[src/rtl/dpmc_cfg.svh]
/*
  Register indices, field positions, reset values and timing counts for the
  loop mode-control register bank.
  Assumes it is included by bare name after the package and before use.
*/
`ifndef DPMC_CFG_SVH
`define DPMC_CFG_SVH

// ----------------------------------------
// Register indices on the processor port
// ----------------------------------------
`define DPMC_IDX_REF_CFG 2'h0
`define DPMC_IDX_MODE 2'h1
`define DPMC_IDX_DEC 2'h2

// ----------------------------------------
// Reset values
// ----------------------------------------
`define DPMC_REF_CFG_RST 8'h00
`define DPMC_MODE_RST 8'h81
`define DPMC_DEC_RST 8'h36
`define DPMC_SHIFT_RST 4'h6

// ----------------------------------------
// Field masks and codes
// ----------------------------------------
`define DPMC_REF_CFG_WMASK 8'hD3
`define DPMC_DEC_WMASK 8'h7F
`define DPMC_SEL_MANUAL 2'h0
`define DPMC_SEL_AUTO 2'h2
`define DPMC_MODE_FREERUN 2'h0
`define DPMC_MODE_AUTO 2'h1
`define DPMC_MODE_HOLDOVER 2'h2
`define DPMC_MODE_WRFREQ 2'h3

// ----------------------------------------
// Timing
// ----------------------------------------
`define DPMC_MEASURE_NS 80
`define DPMC_CLK_PERIOD_NS 5
`define DPMC_MEASURE_CYCLES (`DPMC_MEASURE_NS / `DPMC_CLK_PERIOD_NS)

`endif

[src/rtl/dpmc_pkg.sv]
/*
  Types of the loop mode-control register bank: register layouts and the
  loop state enumeration.
  Assumes nothing beyond a SystemVerilog compiler.
*/
package dpmc_pkg;

  // ----------------------------------------
  // Register layouts
  // ----------------------------------------
  typedef struct packed {
    logic [1:0] sel_mode;
    logic rsv5;
    logic manual_sel;
    logic [1:0] rsv3_2;
    logic revertive_en;
    logic hitless_en;
  } dpmc_ref_cfg_t;

  typedef struct packed {
    logic auto_acquire_filter_switch;
    logic ref_loss_goes_freerun;
    logic [1:0] rsv5_4;
    logic filter_update_dis;
    logic loop_en;
    logic [1:0] mode;
  } dpmc_mode_ctl_t;

  typedef struct packed {
    logic rsv7;
    logic [2:0] switch_decimator_shift;
    logic [3:0] main_decimator_shift;
  } dpmc_dec_cfg_t;

  // ----------------------------------------
  // Loop state
  // ----------------------------------------
  typedef enum logic [2:0] {
    DPMC_ST_FREERUN,
    DPMC_ST_ACQUIRE,
    DPMC_ST_NORMAL,
    DPMC_ST_HOLDOVER,
    DPMC_ST_WRFREQ
  } dpmc_state_t;

endpackage

[src/rtl/dpmc_loop_fsm.sv]
/*
  Loop state machine: forced and automatic modes, acquire/normal, and the
  reaction to loss of the selected reference.
  Assumes reference validity and lock come from logic on the same clock.
*/
`timescale 1ns/1ps
`default_nettype none
`include "dpmc_cfg.svh"

module dpmc_loop_fsm
  import dpmc_pkg::*;
(
  // Clock and reset
  input wire logic clock,
  input wire logic rst,
  // Control
  input wire logic [1:0] mode,
  input wire logic loop_en,
  input wire logic ref_loss_goes_freerun,
  // Loop status
  input wire logic ref_valid,
  input wire logic locked,
  // State
  output dpmc_state_t state,
  output logic holdover_exit
);

  dpmc_state_t state_q;
  dpmc_state_t state_d;
  dpmc_state_t loss_st;

  // ----------------------------------------
  // Next state
  // ----------------------------------------
  always_comb
  begin
    // loss destination
    loss_st = ref_loss_goes_freerun ? DPMC_ST_FREERUN : DPMC_ST_HOLDOVER;
    state_d = state_q;
    // forced modes
    case (mode)
      `DPMC_MODE_FREERUN: state_d = DPMC_ST_FREERUN;
      `DPMC_MODE_HOLDOVER: state_d = DPMC_ST_HOLDOVER;
      `DPMC_MODE_WRFREQ: state_d = DPMC_ST_WRFREQ;
      default:
      begin
        // Automatic tracking needs the full loop running
        if (!loop_en)
        begin
          state_d = DPMC_ST_FREERUN;
        end
        else
        begin
          case (state_q)
            DPMC_ST_ACQUIRE: state_d = !ref_valid ? loss_st
                                     : (locked ? DPMC_ST_NORMAL : DPMC_ST_ACQUIRE);
            DPMC_ST_NORMAL: state_d = !ref_valid ? loss_st : DPMC_ST_NORMAL;
            default: state_d = ref_valid ? DPMC_ST_ACQUIRE : state_q;
          endcase
        end
      end
    endcase
  end

  always_ff @(posedge clock)
  begin
    if (rst)
    begin
      state_q <= DPMC_ST_FREERUN;
    end
    else
    begin
      state_q <= state_d;
    end
  end

  assign state = state_q;
  assign holdover_exit = (state_q == DPMC_ST_HOLDOVER) && (state_d == DPMC_ST_ACQUIRE);

endmodule
`default_nettype wire

[src/rtl/dpmc_top.sv]
/*
  Digital loop mode-control register bank with reference selection,
  filter-update control and decimator bandwidth outputs.
  Assumes the processor port and the reference monitors are on clock.
*/
// Behaviour
// Selection mode 0 is manual by select bit, 2 is automatic; resets manual.
// Manual select bit picks clock input zero when clear, one when set.
// Revertive bit makes automatic switching revertive; resets non-revertive.
// Hitless bit enables hitless switches; resets disabled.
// Auto switch bit selects acquire filter settings in Acquire; resets one.
// Losing the reference enters Holdover, or Freerun when the loss bit set.
// Software freezes filter update around loop reconfiguration while enabled.
// Write-frequency writes need no freeze and suppress the filter update.
// Loop enable zero gates all but filter and scaler; one runs everything.
// Mode field: 0 Freerun, 1 automatic, 2 Holdover, 3 write frequency.
// Switch decimator shift, reset 3, used while measuring; ignored unless hitless.
// Main decimator shift, reset 6; zero passes samples straight through.
// Read-only reserved bits read zero; writable reserved bits just store.
`timescale 1ns/1ps
`default_nettype none
`include "dpmc_cfg.svh"

module dpmc_top
  import dpmc_pkg::*;
#(
  parameter int MEASURE_CYCLES = `DPMC_MEASURE_CYCLES
)
(
  // Clock and reset
  input wire logic clock,
  input wire logic rst,
  // Processor port
  input wire logic [1:0] reg_idx,
  input wire logic reg_wr,
  input wire logic [7:0] reg_wdata,
  output logic [7:0] reg_rdata,
  input wire logic wfreq_wr,
  // Reference monitors and lock
  input wire logic clock_input_zero_valid,
  input wire logic clock_input_one_valid,
  input wire logic locked,
  // Loop controls
  output logic ref_sel,
  output logic ref_switch,
  output logic filter_update_en,
  output logic use_acquire_filter,
  output logic loop_core_clk_en,
  output logic filter_scaler_clk_en,
  output logic hitless_switch,
  output logic revertive,
  output logic [3:0] decimator_shift,
  output logic decimator_bypass,
  output dpmc_state_t loop_state
);

  dpmc_ref_cfg_t ref_q;
  dpmc_ref_cfg_t ref_d;
  dpmc_mode_ctl_t mode_q;
  dpmc_mode_ctl_t mode_d;
  dpmc_dec_cfg_t dec_q;
  dpmc_dec_cfg_t dec_d;
  logic [7:0] rdata_q;
  logic [7:0] rdata_d;
  logic cur_q;
  logic cur_d;
  logic [1:0] valid;
  logic holdover_exit;
  logic [7:0] cnt_q;
  logic [7:0] cnt_d;
  logic fu_q;
  logic fu_d;
  logic acq_q;
  logic acq_d;
  logic [3:0] shift_q;
  logic [3:0] shift_d;
  logic byp_q;
  logic byp_d;

  function automatic logic hit(input logic [1:0] idx, input logic [1:0] want);
    hit = (idx == want);
  endfunction

  // ----------------------------------------
  // Register bank
  // ----------------------------------------
  always_comb
  begin
    ref_d = ref_q;
    mode_d = mode_q;
    dec_d = dec_q;
    // reserved read-only bits masked
    if (reg_wr && hit(reg_idx, `DPMC_IDX_REF_CFG))
    begin
      ref_d = reg_wdata & `DPMC_REF_CFG_WMASK;
    end
    if (reg_wr && hit(reg_idx, `DPMC_IDX_MODE))
    begin
      mode_d = reg_wdata;
    end
    if (reg_wr && hit(reg_idx, `DPMC_IDX_DEC))
    begin
      dec_d = reg_wdata & `DPMC_DEC_WMASK;
    end
    case (reg_idx)
      `DPMC_IDX_REF_CFG: rdata_d = ref_q;
      `DPMC_IDX_MODE: rdata_d = mode_q;
      `DPMC_IDX_DEC: rdata_d = dec_q;
      default: rdata_d = 8'h00;
    endcase
  end

  always_ff @(posedge clock)
  begin
    if (rst)
    begin
      ref_q <= `DPMC_REF_CFG_RST;
      mode_q <= `DPMC_MODE_RST;
      dec_q <= `DPMC_DEC_RST;
      rdata_q <= 8'h00;
    end
    else
    begin
      ref_q <= ref_d;
      mode_q <= mode_d;
      dec_q <= dec_d;
      rdata_q <= rdata_d;
    end
  end

  // ----------------------------------------
  // Reference selection
  // ----------------------------------------
  assign valid = {clock_input_one_valid, clock_input_zero_valid};

  always_comb
  begin
    cur_d = cur_q;
    // manual or automatic
    if (ref_q.sel_mode == `DPMC_SEL_AUTO)
    begin
      if (!valid[cur_q] && valid[~cur_q])
      begin
        cur_d = ~cur_q;
      end
      // revert to input zero
      else if (ref_q.revertive_en && cur_q && valid[0])
      begin
        cur_d = 1'b0;
      end
    end
    else if (ref_q.sel_mode == `DPMC_SEL_MANUAL)
    begin
      // manual pick
      cur_d = ref_q.manual_sel;
    end
  end

  dpmc_loop_fsm u_fsm (
    .clock(clock),
    .rst(rst),
    .mode(mode_q.mode),
    .loop_en(mode_q.loop_en),
    .ref_loss_goes_freerun(mode_q.ref_loss_goes_freerun),
    .ref_valid(valid[cur_q]),
    .locked(locked),
    .state(loop_state),
    .holdover_exit(holdover_exit)
  );

  // ----------------------------------------
  // Loop controls
  // ----------------------------------------
  always_comb
  begin
    cnt_d = cnt_q;
    // measurement window only when hitless
    if (!ref_q.hitless_en)
    begin
      cnt_d = 8'h00;
    end
    else if ((cur_d != cur_q) || holdover_exit)
    begin
      cnt_d = 8'(MEASURE_CYCLES);
    end
    else if (cnt_q != 8'h00)
    begin
      cnt_d = cnt_q - 8'h01;
    end
    // software freeze
    // write-frequency suppresses the update
    fu_d = !(mode_q.filter_update_dis || wfreq_wr);
    // acquire filter settings
    acq_d = mode_q.auto_acquire_filter_switch && (loop_state == DPMC_ST_ACQUIRE);
    // switch shift while measuring
    // A window left over when hitless is cleared must not leak through
    if (ref_q.hitless_en && (cnt_q != 8'h00))
    begin
      shift_d = {1'b0, dec_q.switch_decimator_shift};
    end
    else
    begin
      shift_d = dec_q.main_decimator_shift;
    end
    // zero shift is feed-through
    byp_d = (shift_d == 4'h0);
  end

  always_ff @(posedge clock)
  begin
    if (rst)
    begin
      cur_q <= 1'b0;
      cnt_q <= 8'h00;
      fu_q <= 1'b1;
      acq_q <= 1'b0;
      shift_q <= `DPMC_SHIFT_RST;
      byp_q <= 1'b0;
    end
    else
    begin
      cur_q <= cur_d;
      cnt_q <= cnt_d;
      fu_q <= fu_d;
      acq_q <= acq_d;
      shift_q <= shift_d;
      byp_q <= byp_d;
    end
  end

  assign reg_rdata = rdata_q;
  assign ref_sel = cur_q;
  assign ref_switch = (cur_d != cur_q);
  assign hitless_switch = ref_switch && ref_q.hitless_en;
  assign revertive = ref_q.revertive_en;
  assign filter_update_en = fu_q;
  assign use_acquire_filter = acq_q;
  // core gated, filter and scaler always clocked
  assign loop_core_clk_en = mode_q.loop_en;
  assign filter_scaler_clk_en = 1'b1;
  assign decimator_shift = shift_q;
  assign decimator_bypass = byp_q;
endmodule
`default_nettype wire

[config.mk]
export PLATFORM = sky130hd
export DESIGN_NAME = dpmc_top
export DESIGN_NICKNAME = d
export VERILOG_FILES = /design/src/rtl/dpmc_pkg.sv /design/src/rtl/dpmc_loop_fsm.sv /design/src/rtl/dpmc_top.sv
export VERILOG_INCLUDE_DIRS = /design/src /design/src/rtl
export SDC_FILE = /design/constraint.sdc
export NUM_CORES = 1
export LEC_CHECK = 0
export ABC_AREA = 0
export BUFFER_PORTS_ARGS = -buffer_cell sky130_fd_sc_hd__buf_2
export CAP_MARGIN = 25
export CORE_MARGIN = 5
export CORE_UTILIZATION = 39
export CTS_CLUSTER_DIAMETER = 80
export CTS_CLUSTER_SIZE = 24
export DETAILED_ROUTE_END_ITERATION = 8
export GPL_ROUTABILITY_DRIVEN = 0
export PLACE_DENSITY_LB_ADDON = 0.1
export SYNTH_ARGS = -nofsm -noshare
export SYNTH_HDL_FRONTEND = slang
export SYNTH_HIERARCHICAL = 1
export SYNTH_SLANG_ARGS = --single-unit
[constraint.sdc]
create_clock -name clock -period 5.3 [get_ports clock]
set_input_delay 1.06 -clock clock [delete_from_list [all_inputs] [get_ports clock]]
set_output_delay 1.06 -clock clock [all_outputs]
set_load 0.1 [all_outputs]
==> impl_metrics.json <==
{
  "critPathRequiredTime_ns": 4.24,
  "wire_per_inst_um": 14.22,
  "fin_worst_skew_ns": 0.005765,
  "timing.rr.start": "ref_sel$_SDFF_PP0_",
  "layout.nets": 292,
  "grt_pass1_wl_mm": 7.990,
  "regArea_um2": 940.9,
  "cts_resized": 0,
  "setup_tns_ns": 0,
  "clock_power_share_pct": 33.2,
  "post-cts-setup-buffer-count": 0,
  "ys_seq_area_share_pct": 45.60,
  "area_growth_pct": 16.37,
  "insertedDiodeCount": 0,
  "dp_hpwl_mm": 3.482,
  "syn-cell-area_mm2": 0.002063,
  "hold_buffers": 0,
  "cts_htree_levels": 2,
  "synth_cells": 239,
  "io_buffers": 39,
  "synth_ff_type": "dfxtp_1",
  "place_area_mm2": 0.002301,
  "maxSlewHeadroom_pct": 46.86,
  "syn_area_per_cell_um2": 8.633,
  "period_needed_ns": 3.363,
  "dieArea_mm2": 0.006845,
  "dr.pass1.iters": 4,
  "reg2reg_depth": 8,
  "postRouteWirelength_mm": 4.891,
  "crit_path_start_kind": "input pin",
  "core_area_mm2": 0.005107,
  "min_path_cells": 2,
  "ios": 41,
  "setup_viol": 0,
  "fmax_mhz": 297.3,
  "clkTransAtPathRegs_ns": 0.08,
  "synthesis.nets": 258,
  "multi_input_area_mm2": 0.001044,
  "tightestPinTransition_ns": 0.7955,
  "finalHoldViolations": 0,
  "grt_overflow": 0,
  "path_class": "in2out",
  "yosys_register_bits": 47,
  "crit_path_start": "clock_input_one_valid",
  "p_leak_nw": 1.046,
  "antenna_found_initial": 0,
  "cp-end-kind": "primary output",
  "hold_path_end": "mode_q[5]$_SDFFE_PP0P_",
  "hp-class": "reg2reg",
  "drc_errors": 0,
  "first_global_vias": 1622,
  "slew_violations": 0,
  "clock-sinks": 47,
  "status": "completed",
  "critPathMaxFanout": 4,
  "ir_worst_vdd_v": 0.0001254,
  "ys_types": 48,
  "finalCritPeriodShare_pct": 63.46,
  "grt_usage_pct": 15.37,
  "rows": 26,
  "power_frac_comb_pct": 14.4,
  "synth_top_area_cell": "dfxtp_1",
  "start_util_pct": 40.40,
  "drt-initial-drc-count": 91,
  "cts_tree": "built",
  "p_int_uw": 505.9,
  "drive_gt1_share_pct": 20.80,
  "design_area_mm2": 0.002401,
  "cts-root-buf": "clkbuf_8",
  "swShare_pct": 28.75,
  "ys_warn_count": 6,
  "numCtsBuffers": 5,
  "hp-start": "mode_q[5]$_SDFFE_PP0P_",
  "grt_max_degree": 32,
  "synthArstFlopShare_pct": 0,
  "nFillCells": 520,
  "rsz0062_at_grt": "no",
  "arrival_ns": 2.30,
  "vias": 1760,
  "synth_area_leaders": "dfxtp_1 46%, mux2i_1 6.8%, nand3_1 5.3%, nor2_1 5.3%, a21oi_1 4.6%",
  "synth_edf_count": 0,
  "clk_latency_ns": 0.30,
  "fp.dieW_um": 82.74,
  "synth_top_area_share_pct": 45.60,
  "r2r_slack_ns": 2.95,
  "dieHeight_um": 82.74,
  "cts_buffer_depth": 2,
  "reg2reg_to": "cnt_q[2]$_SDFFE_PP0P_",
  "p_sw_uw": 204.2,
  "via_per_inst": 5.116,
  "cap_violations": 0,
  "final_antenna_net_count": 0,
  "seq_power_share_pct": 52.4,
  "power_density_mw_per_mm2": 295.7
}
-- state kept, by name (all words and copies together) (netlist names) --
| signal | count |
|---|---|
| reg_rdata | 8 |
| u_fsm/state | 3 |
| revertive | 1 |
| decimator_bypass | 1 |
| mode_q | 7 |
| decimator_shift | 4 |
| filter_update_en | 1 |
| use_acquire_filter | 1 |
| ref_sel | 1 |
| cnt_q | 8 |
| dec_q | 7 |
| loop_core_clk_en | 1 |
| ref_q | 4 |
-- layout by cell type, fill, tap and decap left out, drive strengths merged, types with 3 or more instances in the layout --
master,Yosys,final
a21oi,19,19
a22oi,3,3
buf,5,40
clkbuf,8,8
dfxtp,47,47
inv,7,7
mux2i,14,14
nand2,24,24
nand2b,4,4
nand3,22,22
nor2,30,30
nor2b,4,4
nor3,6,6
nor3b,5,5
o21ai,6,6
o22ai,3,3
-- worst max-delay path, cell delays in order --
cell and delay (ns):
buf_2 0.12, nor3b_1 0.13, a311oi_1 0.43, nor3_2 0.11, and2_1 0.17, buf_2 0.28
-- synthesized netlist by cell type (2+ instances only) --
cell and n:
dfxtp_1 47, nor2_1 29, nand2_1 24, nand3_1 22
a21oi_1 19, mux2i_1 14, clkbuf_1 8, inv_1 6
nor3_1 6, o21ai_0 5, buf_2 4, nand2b_1 4
nor3b_1 4, a22oi_1 3, nor2b_1 3, o22ai_1 3
a311oi_1 2, and3_1 2, ha_1 2, or4_1 2
xnor2_1 2, xor2_1 2
-- worst max path at each step --
stage / end / slack (ns)
floorplan: hitless_switch / 0.67
global placement: hitless_switch / 1.96
detailed placement: hitless_switch / 1.93
CTS: hitless_switch / 1.93
global route: hitless_switch / 1.85
finish: hitless_switch / 1.94
-- final cells by class --
cell class	count	share of cell area (%)
Inverter	7	1.094
Tap cell	70	3.648
Sequential cell	47	39.19
Clock buffer	8	4.169
Multi-Input combinational cell	172	43.46
Timing Repair Buffer	40	8.442
-- cell families after synthesis --
| group | Yosys count | share of synthesized area [%] |
|---|---|---|
| buffers and inverters | 20 | 4.063 |
| AO/OA/AOI/OAI | 42 | 13.22 |
| flip-flops | 47 | 45.60 |
| multiplexers | 14 | 6.792 |
| other | 1 | 0.1818 |
| XOR/XNOR | 4 | 1.698 |
| adder cells (fa/ha/maj) | 2 | 1.213 |
| AND/OR/NAND/NOR | 109 | 27.23 |
-- power groups by stage --
stage	Clock [mW]	Combinational [mW]	Sequential, mW
2_1_floorplan	0	0.0471	0.413
3_3_place_gp	0	0.102	0.381
3_5_place_dp	0	0.102	0.381
4_1_cts	0.241	0.103	0.372
5_1_grt	0.259	0.109	0.374
6_report	0.236	0.102	0.372
-- stage by stage --
stage               std cells  setup slack [ns]  power (mW)  util [%]  hold WS (ns)
floorplan                 239            0.6740      0.4602         -        0.4360
global placement          336             1.955      0.4828     45.05        0.4471
detailed placement        336             1.932      0.4829     45.05        0.4537
CTS                       344             1.931      0.7156     47.01        0.4663
global route              344             1.847      0.7419     47.01        0.4884
finish                    344             1.937      0.7101     47.01        0.4684
-- layer usage --
layer  vias up  GRT usage [%]  routed length (um)
met3         9          4.121                 254
met5         -              0                   0
met1       802          21.69                2497
met4         0          5.882                  84
met2        42          22.20                2055
li1        907              -                   -
Note: power is estimated with default switching activity, not from simulation.
